[src/pkg/oak_pkg.sv]
// constants, register map and state type of the output acknowledge timing block
package oak_pkg;
    // core clock
    localparam int CLK_NS = 8;
    // fast acknowledge hold and the chain steps it spans, gen set to gen clear
    localparam int ACK_HOLD_NS = 2750;
    localparam int ACK_STEPS = 39;
    localparam int PHASE_CYC = ACK_HOLD_NS / (ACK_STEPS * CLK_NS);
    // slow interface delays, least times rounded up
    localparam int SLOW_HOLD_NS = 14870;
    localparam int SLOW_GEN_NS = 4300;
    localparam int SLOW_GEN_CYC = (SLOW_GEN_NS + CLK_NS - 1) / CLK_NS;
    localparam int SLOW_STAGE_NS = 10700;
    localparam int SLOW_STAGE_CYC = (SLOW_STAGE_NS + CLK_NS - 1) / CLK_NS;
    localparam int WAIT_W = 11;
    // chain steps, time t phase p is (t-1)*4 + (p-1)
    localparam logic [3:0] STEP_T1_2 = 4'h1;
    localparam logic [3:0] STEP_T1_3 = 4'h2;
    localparam logic [3:0] STEP_T1_4 = 4'h3;
    localparam logic [3:0] STEP_T2_2 = 4'h5;
    localparam logic [3:0] STEP_T3_2 = 4'h9;
    localparam logic [3:0] STEP_T3_4 = 4'hB;
    localparam logic [3:0] STEP_T4_1 = 4'hC;
    localparam logic [3:0] STEP_T4_4 = 4'hF;
    // register map, byte addresses
    localparam int ADDR_W = 4;
    localparam logic [3:0] REG_CTRL = 4'h0;
    localparam logic [3:0] REG_ACTIVE = 4'h4;
    localparam logic [3:0] REG_STATUS = 4'h8;
    localparam logic [3:0] REG_CHAIN = 4'hC;
    // control fields
    localparam int CTRL_SLOW_BIT = 0;
    localparam int CTRL_INTER_BIT = 1;
    localparam logic [1:0] CTRL_RESET = 2'h0;
    // status fields
    localparam int ST_KIND_BIT = 0;
    localparam int ST_DELAY_BIT = 1;
    localparam int ST_GEN_BIT = 2;
    localparam int ST_STAGE_BIT = 3;
    localparam int ST_RESUME_BIT = 4;
    localparam int ST_TERM_BIT = 5;
    localparam int ST_BUSY_BIT = 6;
    localparam int ST_REQ_LSB = 8;
    localparam int MAX_CHAN = 8;
    // words needed before the acknowledge
    localparam logic [1:0] WORDS_SINGLE = 2'h1;
    localparam logic [1:0] WORDS_DUAL = 2'h2;
    // sequence states
    typedef enum logic [2:0] {
        SEQ_IDLE,
        SEQ_WORDS,
        SEQ_ARMED,
        SEQ_REQ,
        SEQ_DELAY,
        SEQ_ACK
    } oak_seq_t;
endpackage

[src/verilog/oak_ack_timing.sv]
// output word acknowledge sequencer driven by a four-time, four-phase chain
//
// Contract
// - at T1.2 clear every channel acknowledge request flag before a new sequence
// - at T1.3 set transfer kind flag for external function, clear it for data
// - at T1.3 set only the serviced channel's request flag
// - fast: delay flag set at T1.4, generator sets at next T3.4, ack out
// - resume sets at T4.1 with request and delay set, normal mode selected
// - terminate on data transfer clears only requested channel's active flag at resume
// - after resume, terminate flag clears at T4.4
// - after resume, delay flag clears at T3.2
// - after delay clears, generator clears at next T1.3, dropping ack
// - ack only after the word, or both words in dual operation, went out
// - ack held 2.75 us fast, about 14.87 us slow; here held 312 clocks (2.496 us) fast, 1720 clocks (13.76 us) slow
//
// Chosen here: the register addresses and strobed register access.
module oak_ack_timing #(
    parameter int CHAN = 4,
    parameter int CW = $clog2(CHAN)
) (
    // clock and reset
    input wire logic core_clk_i,
    input wire logic rst_n_i,
    // register port
    input wire logic [oak_pkg::ADDR_W-1:0] reg_addr_i,
    input wire logic [31:0] reg_wdata_i,
    input wire logic reg_wr_i,
    input wire logic reg_rd_i,
    output logic [31:0] reg_rdata_o,
    // transfer side
    input wire logic start_i,
    input wire logic [CW-1:0] start_chan_i,
    input wire logic start_ef_i,
    input wire logic start_term_i,
    input wire logic start_dual_i,
    input wire logic word_done_i,
    output logic busy_o,
    // peripheral side
    output logic od_ack_o,
    output logic ef_ack_o,
    output logic resume_o,
    // timing chain
    output logic [3:0] chain_step_o
);

    // the status field holds at most eight request flags
    if (CHAN < 2 || CHAN > oak_pkg::MAX_CHAN || CW != $clog2(CHAN))
    begin : g_bad_chan
        $error("oak_ack_timing: CHAN must be 2..8 and CW its log2");
    end

    ////////////////////////////////////////////////////////////////////////////////
    // step decode shared by every action
    function automatic logic at_step(input logic tick, input logic [3:0] step,
                                     input logic [3:0] want);
        at_step = tick && (step == want);
    endfunction

    ////////////////////////////////////////////////////////////////////////////////
    // timing chain
    localparam int PW = $clog2(oak_pkg::PHASE_CYC + 1);
    localparam logic [PW-1:0] PHASE_LAST = PW'(oak_pkg::PHASE_CYC - 1);

    logic [PW-1:0] phase_cnt;
    logic [3:0] step;
    logic tick;

    assign tick = (phase_cnt == PHASE_LAST);

    // each phase lasts PHASE_CYC clocks; the chain never stops
    always_ff @(posedge core_clk_i)
    begin
        if (!rst_n_i)
        begin
            phase_cnt <= '0;
            step <= 4'h0;
        end
        else
        begin
            phase_cnt <= tick ? '0 : phase_cnt + PW'(1);
            step <= tick ? step + 4'h1 : step;
        end
    end

    wire s_t1_2 = at_step(tick, step, oak_pkg::STEP_T1_2);
    wire s_t1_3 = at_step(tick, step, oak_pkg::STEP_T1_3);
    wire s_t1_4 = at_step(tick, step, oak_pkg::STEP_T1_4);
    wire s_t2_2 = at_step(tick, step, oak_pkg::STEP_T2_2);
    wire s_t3_2 = at_step(tick, step, oak_pkg::STEP_T3_2);
    wire s_t3_4 = at_step(tick, step, oak_pkg::STEP_T3_4);
    wire s_t4_1 = at_step(tick, step, oak_pkg::STEP_T4_1);
    wire s_t4_4 = at_step(tick, step, oak_pkg::STEP_T4_4);

    ////////////////////////////////////////////////////////////////////////////////
    // flags and sequence state
    oak_pkg::oak_seq_t state;
    oak_pkg::oak_seq_t next_state;
    logic [CHAN-1:0] req_flag;
    logic [CHAN-1:0] active_flag;
    logic [CW-1:0] chan;
    logic [1:0] words_need;
    logic [1:0] words_seen;
    logic [1:0] ctrl;
    logic start_kind; // kind held from the start until T1.3 loads the flag
    logic kind_flag;
    logic delay_flag;
    logic gen_flag;
    logic stage_flag;
    logic resume_flag;
    logic term_flag;
    logic [oak_pkg::WAIT_W-1:0] wait_cnt;

    wire slow_if = ctrl[oak_pkg::CTRL_SLOW_BIT];
    wire inter_mode = ctrl[oak_pkg::CTRL_INTER_BIT];
    wire in_ack = (state == oak_pkg::SEQ_ACK);
    wire take_start = start_i && (state == oak_pkg::SEQ_IDLE);

    // slow interface replaces the chain-only timing by two delay lines
    wire slow_gen_ok = !slow_if || (wait_cnt >= oak_pkg::WAIT_W'(oak_pkg::SLOW_GEN_CYC));
    wire slow_stage_ok = !slow_if ||
                         (wait_cnt >= oak_pkg::WAIT_W'(oak_pkg::SLOW_STAGE_CYC));

    // event conditions
    wire words_ok = (words_seen >= words_need);
    wire set_delay = (state == oak_pkg::SEQ_DELAY) && s_t1_4;
    wire set_gen = in_ack && s_t3_4 && delay_flag && !gen_flag && !resume_flag &&
                   slow_gen_ok;
    wire set_stage = in_ack && s_t1_2 && gen_flag && !stage_flag && !resume_flag &&
                     slow_stage_ok;
    // test-resume path opens only in normal mode, after the completion stage
    wire set_resume = in_ack && s_t4_1 && req_flag[chan] && delay_flag && stage_flag &&
                      !resume_flag && !inter_mode;
    wire clr_term = in_ack && s_t4_4 && resume_flag;
    wire clr_delay = in_ack && s_t3_2 && resume_flag;
    wire clr_gen = in_ack && s_t1_3 && gen_flag && !delay_flag && resume_flag;
    wire clr_stage = in_ack && s_t2_2 && stage_flag && !gen_flag && resume_flag;
    wire [CHAN-1:0] act_clr = (set_resume && term_flag && !kind_flag) ?
                              req_flag : '0;

    // register port decode
    wire wr_ctrl = reg_wr_i && (reg_addr_i == oak_pkg::REG_CTRL);
    wire wr_active = reg_wr_i && (reg_addr_i == oak_pkg::REG_ACTIVE);

    // sequence progress
    always_comb
    begin
        next_state = state;
        case (state)
            oak_pkg::SEQ_IDLE:
                if (take_start)
                    next_state = oak_pkg::SEQ_WORDS;
            oak_pkg::SEQ_WORDS:
                if (words_ok)
                    next_state = oak_pkg::SEQ_ARMED;
            oak_pkg::SEQ_ARMED:
                if (s_t1_2)
                    next_state = oak_pkg::SEQ_REQ;
            oak_pkg::SEQ_REQ:
                if (s_t1_3)
                    next_state = oak_pkg::SEQ_DELAY;
            oak_pkg::SEQ_DELAY:
                if (s_t1_4)
                    next_state = oak_pkg::SEQ_ACK;
            oak_pkg::SEQ_ACK:
                if (clr_stage)
                    next_state = oak_pkg::SEQ_IDLE;
            default:
                next_state = oak_pkg::SEQ_IDLE;
        endcase
    end

    // start capture and word counting; a start while busy is ignored
    always_ff @(posedge core_clk_i)
    begin
        if (!rst_n_i)
        begin
            state <= oak_pkg::SEQ_IDLE;
            chan <= '0;
            words_need <= oak_pkg::WORDS_SINGLE;
            words_seen <= 2'h0;
            start_kind <= 1'b0;
        end
        else
        begin
            state <= next_state;
            if (take_start)
            begin
                chan <= start_chan_i;
                words_need <= start_dual_i ? oak_pkg::WORDS_DUAL : oak_pkg::WORDS_SINGLE;
                start_kind <= start_ef_i;
                words_seen <= 2'h0;
            end
            else if (state == oak_pkg::SEQ_WORDS && word_done_i && !words_ok)
            begin
                words_seen <= words_seen + 2'h1;
            end
        end
    end

    // request and kind flags
    always_ff @(posedge core_clk_i)
    begin
        if (!rst_n_i)
        begin
            req_flag <= '0;
            kind_flag <= 1'b0;
        end
        else if (state == oak_pkg::SEQ_ARMED && s_t1_2)
        begin
            req_flag <= '0;
        end
        else if (state == oak_pkg::SEQ_REQ && s_t1_3)
        begin
            req_flag <= CHAN'(1) << chan;
            kind_flag <= start_kind;
        end
    end

    // acknowledge timing flags
    always_ff @(posedge core_clk_i)
    begin
        if (!rst_n_i)
        begin
            delay_flag <= 1'b0;
            gen_flag <= 1'b0;
            stage_flag <= 1'b0;
        end
        else
        begin
            delay_flag <= set_delay || (delay_flag && !clr_delay);
            gen_flag <= set_gen || (gen_flag && !clr_gen);
            stage_flag <= set_stage || (stage_flag && !clr_stage);
        end
    end

    // resume stays up until the next sequence reaches its T1.2
    always_ff @(posedge core_clk_i)
    begin
        if (!rst_n_i)
            resume_flag <= 1'b0;
        else if (set_resume)
            resume_flag <= 1'b1;
        else if (state == oak_pkg::SEQ_ARMED && s_t1_2)
            resume_flag <= 1'b0;
    end

    // terminate flag: start sets it, set wins over the T4.4 clear
    always_ff @(posedge core_clk_i)
    begin
        if (!rst_n_i)
            term_flag <= 1'b0;
        else if (take_start && start_term_i)
            term_flag <= 1'b1;
        else if (clr_term)
            term_flag <= 1'b0;
    end

    // slow delay lines share one counter, restarted at delay set and gen set
    always_ff @(posedge core_clk_i)
    begin
        if (!rst_n_i)
            wait_cnt <= '0;
        else if (set_delay || set_gen)
            wait_cnt <= '0;
        else if (wait_cnt != '1)
            wait_cnt <= wait_cnt + oak_pkg::WAIT_W'(1);
    end

    ////////////////////////////////////////////////////////////////////////////////
    // registers: control, channel active, status, chain
    always_ff @(posedge core_clk_i)
    begin
        if (!rst_n_i)
        begin
            ctrl <= oak_pkg::CTRL_RESET;
            active_flag <= '0;
        end
        else
        begin
            if (wr_ctrl)
            begin
                ctrl <= reg_wdata_i[1:0];
            end
            // the terminate clear wins so a finished buffer is never revived
            active_flag <= (wr_active ? reg_wdata_i[CHAN-1:0] : active_flag) &
                           ~act_clr;
        end
    end

    // status word
    logic [31:0] status_word;
    always_comb
    begin
        status_word = 32'h0000_0000;
        status_word[oak_pkg::ST_KIND_BIT] = kind_flag;
        status_word[oak_pkg::ST_DELAY_BIT] = delay_flag;
        status_word[oak_pkg::ST_GEN_BIT] = gen_flag;
        status_word[oak_pkg::ST_STAGE_BIT] = stage_flag;
        status_word[oak_pkg::ST_RESUME_BIT] = resume_flag;
        status_word[oak_pkg::ST_TERM_BIT] = term_flag;
        status_word[oak_pkg::ST_BUSY_BIT] = (state != oak_pkg::SEQ_IDLE);
        status_word[oak_pkg::ST_REQ_LSB +: CHAN] = req_flag;
    end

    // read mux; unmapped addresses read zero
    wire [31:0] rd_mux =
        (reg_addr_i == oak_pkg::REG_CTRL) ? {30'h0, ctrl} :
        (reg_addr_i == oak_pkg::REG_ACTIVE) ? {{(32 - CHAN){1'b0}}, active_flag} :
        (reg_addr_i == oak_pkg::REG_STATUS) ? status_word :
        (reg_addr_i == oak_pkg::REG_CHAIN) ? {28'h0, step} : 32'h0000_0000;

    // read data stands only in the cycle after the strobe
    always_ff @(posedge core_clk_i)
    begin
        if (!rst_n_i)
            reg_rdata_o <= 32'h0000_0000;
        else
            reg_rdata_o <= reg_rd_i ? rd_mux : 32'h0000_0000;
    end

    ////////////////////////////////////////////////////////////////////////////////
    // outputs; the kind flag steers which acknowledge line carries the pulse
    assign od_ack_o = gen_flag && !kind_flag;
    assign ef_ack_o = gen_flag && kind_flag;
    assign resume_o = resume_flag;
    assign busy_o = (state != oak_pkg::SEQ_IDLE);
    assign chain_step_o = step;

endmodule

[config.mk]
export PLATFORM = sky130hd
export DESIGN_NAME = oak_ack_timing
export DESIGN_NICKNAME = d
export VERILOG_FILES = /design/src/pkg/oak_pkg.sv /design/src/verilog/oak_ack_timing.sv
export SDC_FILE = /design/constraint.sdc
export NUM_CORES = 1
export LEC_CHECK = 0
export BUFFER_PORTS_ARGS = -buffer_cell sky130_fd_sc_hd__buf_2
export CORE_MARGIN = 1
export CORE_UTILIZATION = 40
export CTS_CLUSTER_DIAMETER = 40
export DETAILED_ROUTE_END_ITERATION = 10
export PLACE_DENSITY_LB_ADDON = 0.25
export SLEW_MARGIN = 20
export SYNTH_ARGS = -nofsm -noshare
export SYNTH_HDL_FRONTEND = slang
export SYNTH_SLANG_ARGS = --single-unit
[constraint.sdc]
create_clock -name core_clk_i -period 2.3 [get_ports core_clk_i]
set_input_delay 0.46 -clock core_clk_i [delete_from_list [all_inputs] [get_ports core_clk_i]]
set_output_delay 0.46 -clock core_clk_i [all_outputs]
set_load 0.05 [all_outputs]
==> summary.txt, run 1 <==
Final Slew Violations - 0
Post-synth top flop - dfxtp_1
Placed insts - 454
CTS H-tree depth - 2
DP Area - 3130 µm²
Final core occ - 46.6%
Run status - finished, final reports clean
# Max-Cap Violations - 0
Area Overhead vs Synth - 11.2%
Die footprint - 7580 µm²
Peak VDD IR - 0.000443 V
Post-route cell area - 3220 µm²
Layout cell share with drive strength beyond 1 - 18.9%
Num rows - 30
Dominant cells by area after synthesis - dfxtp_1 39%, buf_4 5.7%, nand2_1 4.5%
Detailed Place HPWL - 4600 µm
DRC - 0
Synth area leader - dfxtp_1
Setup crit start - phase_cnt[0]
Commonest non-fill, non-tap cell in the layout - dfxtp_1
Clock Latency Late Sink - 0.32 ns
Final min period - 2.01 ns
Hold path startpoint - start_chan_i[1]
Core footprint - 6910 µm²
Req. time, crit path - 2.54 ns
Nets - 421
Drt first pass iters - 5
Fin Setup TNS - 0 ns
Die Y - 87.1 µm
Initial antenna violation count - 0
PwrDens - 650 nW/µm²
Sequential area share after synthesis - 38.7%
Static Leak - 1.28 nW
PortBufs - 37
Hold Path Class - in -> reg
Vias per inst - 5.15
Yosys warns - 0
Finished Layout Cells - 462
Largest net degree at the start of global routing - 23
Post-synth top area share - 38.7%
Setup repair bufs after CTS - 0
Gate Count Post-Synth - 325
Post-synthesis register bit count - 56
Synth Cell Area - 2900 µm²
Max transition margin - 51.2%
Number of instances resized during post-cts repair - 0
CTS tree - built
Initial Util - 41.9%
First-pass GRT wire length - 10,700 µm
Most frequent cells in the layout - 56 x dfxtp_1, 37 x buf_2, 35 x nand2_1, 23 x nor2_1, 21 x conb_1
Starting DRC count in detailed routing - 131
Worst-path maximum fanout - 13
R2r startpoint - phase_cnt[0]
Placer Congestion - 0.810
Worst-margin pin slew - 0.731 ns
RSZ-0062 raised after global routing - no
Startpoint types - register
Distinct cells, synth - 61
Number of flops mapped to enable cells by yosys - 0
Wire length per cell - 13.7 µm
Worst Skew - 0.0121 ns
CTS Root Cell - clkbuf_8
Max Freq - 0.497 GHz
IO Count - 87
Worst Path Arrival - 2.26 ns
Antenna viol nets, final - 0
Endpoints failing hold - 0
Period utilization - 87.4%
Detailed-route wire length - 6310 µm
Endpoints failing setup - 0
CP Capture Type - register
Clock buffer depth - 2
Overflow after GRT - 0
Synth async-reset ratio - 0%
Pre-CTS WS - 0.289 ns
Post-route setup slack - 0.289 ns
Kind of critical path - reg -> reg
TritonCTS Buffers - 5
Hold buffers post-CTS - 0
All-Layer GR Usage - 17.9%
Die width - 87.1 µm
Sink Count - 56
Routed via count - 2,378
ANT cells - 0
Avg Inst Size Synth - 8.91 µm²
Vias in the first global route - 2,285
Clock slew at reported path FFs - 0.11 ns
[layer usage]
layer  share of wire [%]  GRT usage, %  vias up  routed length, µm
met5                   0             0        -                  0
met4                 1.2          5.61        0                 74
met3                 3.9          2.84        8                244
met2                  47          30.4       69               2970
met1                  48          23.1     1112               3020
li1                    -             -     1189                  -
[registers in the layout, indices dropped and copies added, names as in the netlist, 2 cells and up]
| name | count |
|---|---|
| state | 3 |
| chan | 2 |
| ctrl | 2 |
| active_flag | 4 |
| words_need | 2 |
| wait_cnt | 11 |
| chain_step_o | 4 |
| req_flag | 4 |
| phase_cnt | 4 |
| reg_rdata_o | 11 |
| words_seen | 2 |
[Yosys cell counts, types with 3 or more instances]
cell / count
a211oi_1: 7
mux2i_1: 9
dfxtp_1: 56
ha_1: 9
mux4_2: 3
o31ai_1: 3
o21ai_0: 4
clkbuf_1: 6
nor4b_1: 3
nand3_1: 7
o41ai_1: 3
nor2_1: 23
xor2_1: 4
nor4_1: 4
inv_1: 17
nand2_1: 35
and2_1: 9
or3_1: 3
nor2b_1: 6
and3_1: 3
nand4_1: 5
buf_4: 22
xnor2_1: 6
o21a_1: 6
nor3_1: 12
buf_2: 4
a2111oi_0: 3
a21oi_1: 14
[cells by family after synthesis]
kind of cell	share of synthesized area (%)
and+or+nand+nor	24.8
DFF	38.7
AOI/OAI and AO/OA	13.7
buffers and inverters	9.94
muxes	5.83
xor gates and xnor gates	3.02
adders and majority gates	3.89
other	0.130
[critical path, stage by stage (launching register included)]
cell and delay [ns]:
dfxtp_1 0.38, ha_1 0.24, and3b_2 0.36, a41oi_1 0.19, a2111oi_0 0.55, mux2i_1 0.23
[final timing paths]
kind              cells past startpoint    endpoint  slack [ns]
setup / recovery                      5    state[0]        0.29
hold / removal                        3     chan[1]        0.37
setup reg to reg                      5    state[0]        0.29
hold reg to reg                       2  start_kind        0.47
[per-stage QoR]
| step | power (mW) | hold WS [ns] |
|---|---|---|
| finish | 2.09 | 0.370 |
| global route | 2.21 | 0.366 |
| CTS | 2.11 | 0.367 |
| detailed placement | 1.56 | 0.454 |
| global placement | 1.55 | 0.446 |
| floorplan | 1.49 | 0.431 |
[power by group]
| group | switching [mW] | internal, mW | leakage (nW) | total, mW |
|---|---|---|---|---|
| sequential | 0.0813 | 1.02 | 0.454 | 1.10 |
| clock | 0.337 | 0.217 | 0.0404 | 0.553 |
| combinational | 0.289 | 0.147 | 0.788 | 0.437 |
| total | 0.708 | 1.38 | 1.28 | 2.09 |
[area by class of cell]
| cell class | count | area [µm²] |
|---|---|---|
| fillers | 715 | 3690 |
| multi-input cells | 238 | 1560 |
| flip-flops and latches | 56 | 1120 |
| repair buffers | 47 | 260 |
| well taps | 96 | 120 |
| clock buffers | 5 | 68.8 |
| inverters | 17 | 63.8 |
| clock inverters | 3 | 23.8 |
Power figures use the tool's default switching activity.
==> inputs of run 2 (changes only) <==
CORE_UTILIZATION = 46   (was 40)
clock period = 1.7 ns   (was 2.3 ns; I/O delays follow)
==> run 2 against run 1 <==
Net effect: the run now ends with negative setup slack left; power grew 45%; worst setup slack lost 0.33 ns; register-to-register slack worse by 0.33 ns; via count is 7.1% higher; clock-buffer cell count rose by 1; combinational power increased by 73%; critical path depth is 2 higher; clock power grew 41%; die area fell by 13%; critical endpoint is now wait_cnt[3]; largest cell class unchanged.
==> summary.txt, run 2 (synthesis results as in run 1) <==
Run status - finished, violations left
Violations in the final reports - negative setup slack
DP Area - 3420 µm²
Final min period - 1.74 ns
Logic pwr share - 24.9%
Nets - 471
PwrDens - 797 nW/µm²
CP peak stage delay - 0.36 ns
Die Y - 81.3 µm
Starting DRC count in detailed routing - 79
Setup crit start - phase_cnt[0]
Num rows - 28
GR peak layer - met2
Worst-path maximum fanout - 8
Commonest non-fill, non-tap cell in the layout - buf_4
Worst setup path endpoint - wait_cnt[3]
NetSw - 1.01 mW
Peak VDD IR - 0.000818 V
Layout cell share with drive strength beyond 1 - 37.0%
CTS Root Cell - clkbuf_8
Total power - 3.03 mW
PortBufs - 37
CP Capture Type - register
Worst Path Arrival - 1.95 ns
Initial Util - 48.3%
Grt met2 use - 35.2%
Endpoints failing hold - 0
Final Slew Violations - 0
Post-route cell area - 3800 µm²
Post-route setup slack - -0.0401 ns
Sink Count - 56
Multi-input gate area - 1750 µm²
Area Overhead vs Synth - 31.3%
GR Util met1 - 26.8%
TritonCTS Buffers - 5
Hold buffers post-CTS - 0
Max Freq - 0.575 GHz
Clock power frac - 25.7%
Critical path cell sequence - ha_4 -> and3b_2 -> nand4_1 -> a311oi_1 -> buf_4 -> buf_6 -> a211oi_2
Cell internal pwr - 2.02 mW
CTS H-tree depth - 2
Die footprint - 6620 µm²
Most frequent cells in the layout - 53 x buf_4, 47 x dfxtp_1, 37 x buf_2, 35 x nand2_1, 22 x nor2_1
Biggest regs - reg_rdata_o (11), wait_cnt (11)
Pre-CTS WS - -0.0626 ns
FILL cells - 510
Switching Share - 33.3%
Hold_ws - 0.262 ns
Req. time, crit path - 1.91 ns
Slowest stage cell, crit path - dfxtp_2
Clock slew at reported path FFs - 0.10 ns
Vias in the first global route - 2,322
Placer Congestion - 0.858
Endpoints failing setup - 10
Drt first pass iters - 4
Sequential Power Share - 49.4%
Clock Latency Late Sink - 0.32 ns
Worst r2r path cells - 7
CP Depth - 7
First-pass GRT wire length - 10,500 µm
FF/Latch Area - 1140 µm²
Wire length per cell - 13.9 µm
CTS tree - built
GR Util met3 - 4.04%
Routed via count - 2,548
DRC - 0
IO Count - 87
Cell family contributing the most delay on the critical path - simple AND/OR/NAND/NOR gates
Detailed Place HPWL - 4900 µm
Die width - 81.3 µm
Worst Skew - 0.0118 ns
Static Leak - 1.58 nW
Detailed-route wire length - 6830 µm
Kind of critical path - reg -> reg
Period utilization - 102%
Clock buffer depth - 2
Fin Setup TNS - -0.327 ns
Antenna viol nets, final - 0
Initial antenna violation count - 0
All-Layer GR Usage - 20.8%
Worst path bufs/invs - 2
Startpoint types - register
Worst r2r dst - wait_cnt[3]
Core footprint - 5990 µm²
Vias per inst - 5.19
Overflow after GRT - 0
Hold Path Class - in -> reg
Reg2reg setup slack - -0.04 ns
R2r startpoint - phase_cnt[0]
ANT cells - 0
Largest net degree at the start of global routing - 18
RSZ-0062 raised after global routing - yes
# Max-Cap Violations - 0
[run 2: cell count changes in the layout (fill, tap and decap cells not counted), moves of 4 or more]
| cell | previous run | this run |
|---|---|---|
| dfxtp_1 | 56 | 47 |
| nor3_1 | 12 | 7 |
| nor3_2 | 0 | 5 |
| buf_4 | 10 | 53 |
| ha_1 | 9 | 5 |
| buf_6 | 0 | 7 |
| dfxtp_2 | 0 | 6 |
[run 2: what timing repair did]
action | CTS | global route
buffers inserted | 5 | 4
endpoints found under the setup margin | 12 | 27
pin swaps | 6 | 13
resized for setup | 12 | 38
[run 2: power by group through the flow]
stage          Sequential, mW  Combinational [mW]  Clock, mW
2_1_floorplan            1.45               0.561          0
3_3_place_gp             1.50               0.658          0
5_1_grt                  1.52               0.821      0.858
3_5_place_dp             1.50               0.669          0
4_1_cts                  1.48               0.686      0.799
6_report                 1.50               0.754      0.779
[run 2: how the worst min path moves through the flow]
stage | from | to | cells after the start
final | start_chan_i[1] | chan[1] | 3
after global routing | start_ef_i | start_kind | 3
after CTS | start_chan_i[1] | chan[1] | 3
after detailed placement | words_need[1] | words_need[1] | 2
after global placement | words_need[1] | words_need[1] | 2
after floorplan | phase_cnt[0] | phase_cnt[0] | 1
[run 2: worst register-to-register path, cell delays in order, from the launching register on]
cell and delay, ns:
dfxtp_2 0.36, ha_4 0.14, and3b_2 0.27, nand4_1 0.22, a311oi_1 0.25, buf_4 0.24
buf_6 0.13, a211oi_2 0.03
[run 2: layout make-up]
| class | count | share of cell area (%) |
|---|---|---|
| clock buffers | 6 | 2.17 |
| repair buffers | 97 | 17.4 |
| well taps | 75 | 2.47 |
| multi-input cells | 238 | 45.9 |
| clock inverters | 2 | 0.362 |
| inverters | 17 | 1.68 |
| flip-flops and latches | 56 | 30.0 |
[run 2: layer usage]
| layer | wire length, µm | vias up |
|---|---|---|
| met3 | 248 | 10 |
| li1 | - | 1288 |
| met4 | 110 | 0 |
| met1 | 3050 | 1199 |
| met2 | 3430 | 51 |
| met5 | 0 | - |
[run 2: stage by stage]
| step | util [%] | instances |
|---|---|---|
| after global placement | 57.0 | 474 |
| after floorplan | - | 345 |
| final | 63.5 | 491 |
| after global routing | 63.5 | 491 |
| after CTS | 59.9 | 487 |
| after detailed placement | 57.0 | 474 |
==> inputs of run 3 (changes only) <==
CORE_UTILIZATION = 32   (was 46)
==> run 3 against run 2 <==
Net effect: the flow still finishes with violations (negative setup slack); critical path depth down 1; register-to-register slack about the same; worst setup slack better by 0.0071 ns; non-clock buffer count up 2; worst hold slack worse by 0.00088 ns; cell count up 7.1%; sequential power about the same; sequential share of layout area down 0.89 points; critical path type unchanged; largest cell class unchanged; largest power group unchanged.
==> summary.txt, run 3 (synthesis results as in run 1) <==
Violations in the final reports - negative setup slack
Worst Skew - 0.00669 ns
# Max-Cap Violations - 0
CP Capture Type - register
Worst r2r path cells - 6
First-pass GRT wire length - 11,600 µm
RSZ-0062 raised after global routing - yes
Vias per inst - 4.84
Die footprint - 9430 µm²
Sink Count - 56
Finished Layout Cells - 526
Cell internal pwr - 2.16 mW
Top routing layer used - met4
Die width - 97.1 µm
Layout cell share with drive strength beyond 1 - 39.0%
Endpoints failing setup - 4
Largest net degree at the start of global routing - 17
Reg2reg setup slack - -0.03 ns
Routed via count - 2,544
CTS tree - built
Static Leak - 1.60 nW
Final Slew Violations - 0
Antenna viol nets, final - 0
Wire length per cell - 13.8 µm
Commonest non-fill, non-tap cell in the layout - buf_4
Most frequent cells in the layout - 56 x buf_4, 43 x dfxtp_1, 36 x buf_2, 35 x nand2_1, 22 x nor2_1
ANT cells - 0
DP Area - 3490 µm²
Worst setup path endpoint - state[0]
Vias in the first global route - 2,414
Clock buffer depth - 2
Initial Util - 33.2%
Worst Path Arrival - 1.96 ns
Num rows - 34
R2r startpoint - phase_cnt[1]
Post-route setup slack - -0.0330 ns
Run status - finished, violations left
Switching Share - 32.0%
Overflow after GRT - 0
Starting DRC count in detailed routing - 86
CTS Root Cell - clkbuf_8
Die Y - 97.1 µm
PwrDens - 808 nW/µm²
Drt first pass iters - 4
Final min period - 1.73 ns
Clock power frac - 25.7%
Endpoints failing hold - 0
Metal-1 WL - 3500 µm
Sequential Power Share - 46.7%
CTS H-tree depth - 2
Detailed Place HPWL - 5290 µm
Fin Setup TNS - -0.0815 ns
PortBufs - 37
Setup crit start - phase_cnt[1]
Detailed-route wire length - 7240 µm
IO Count - 87
Pre-CTS WS - -0.0616 ns
Clock Latency Late Sink - 0.31 ns
Kind of critical path - reg -> reg
Clock slew at reported path FFs - 0.10 ns
Post-route cell area - 3930 µm²
Hold Path Class - in -> reg
Core footprint - 8720 µm²
Req. time, crit path - 1.93 ns
Max Freq - 0.577 GHz
TritonCTS Buffers - 5
Period utilization - 102%
Nets - 473
Placed insts - 509
NetSw - 1.02 mW
Startpoint types - register
Peak VDD IR - 0.000783 V
DRC - 0
Worst r2r dst - state[0]
Initial antenna violation count - 0
Logic pwr share - 27.6%
Met3 Wirelength - 217 µm
Worst-path maximum fanout - 6
Hold_ws - 0.261 ns
Area Overhead vs Synth - 35.7%
Biggest regs - reg_rdata_o (11), wait_cnt (11)
Placer Congestion - 0.840
Met2 wire len - 3450 µm
All-Layer GR Usage - 15.0%
## run 3: cell count changes in the layout (fill, tap and decap cells not counted), sizes merged
cell	previous run	this run
clkbuf	6	7
buf	97	99
inv	18	17
## run 3: worst max-delay path, cell delays in order (launching register included)
cell and delay (ns):
dfxtp_2 0.36, ha_4 0.13, and3b_2 0.26, buf_4 0.16, a41oi_2 0.15, a2111oi_2 0.36, mux2i_1 0.23
## run 3: layout make-up
class                   instances  area, µm²
multi-input cells             238       1790
fillers                       845       4790
well taps                     108        135
clock buffers                   7       97.6
clock inverters                 1       5.00
flip-flops and latches         56       1140
repair buffers                 99        697
inverters                      17       63.8
## run 3: through the flow
step,util [%],power (mW)
after detailed placement,40.0,2.21
after CTS,42.3,3.08
after global placement,40.0,2.20
final,45.0,3.17
after floorplan,-,2.01
after global routing,45.0,3.35
## run 3: worst min-delay path by stage
| stage | startpoint | to | slack, ns | cells past startpoint |
|---|---|---|---|---|
| 2_1_floorplan | phase_cnt[0] | phase_cnt[0] | 0.43 | 1 |
| 3_3_place_gp | words_need[1] | words_need[1] | 0.45 | 2 |
| 3_5_place_dp | words_need[1] | words_need[1] | 0.45 | 2 |
| 4_1_cts | start_chan_i[1] | chan[1] | 0.25 | 3 |
| 5_1_grt | start_ef_i | start_kind | 0.26 | 3 |
| 6_report | start_chan_i[1] | chan[1] | 0.26 | 3 |
## run 3: power groups by stage
| stage | sequential, mW | combinational [mW] | clock (mW) |
|---|---|---|---|
| after CTS | 1.48 | 0.747 | 0.849 |
| after global routing | 1.50 | 0.950 | 0.902 |
| after detailed placement | 1.50 | 0.711 | 0 |
| after floorplan | 1.45 | 0.561 | 0 |
| after global placement | 1.50 | 0.703 | 0 |
| final | 1.48 | 0.874 | 0.816 |
## run 3: what timing repair did
action / 4_1_cts / 5_1_grt
setup buffers: 3 / 6
pin swaps: 8 / 18
endpoints found under the setup margin: 21 / 25
gates resized for setup: 23 / 36
hold buffers: 0 / 0
## run 3: metal layers
layer  global-route usage (%)  vias to the layer above
met3                     2.37                        7
li1                         -                     1299
met1                     20.6                     1198
met4                     4.13                        0
met2                     24.5                       40
met5                        0                        -
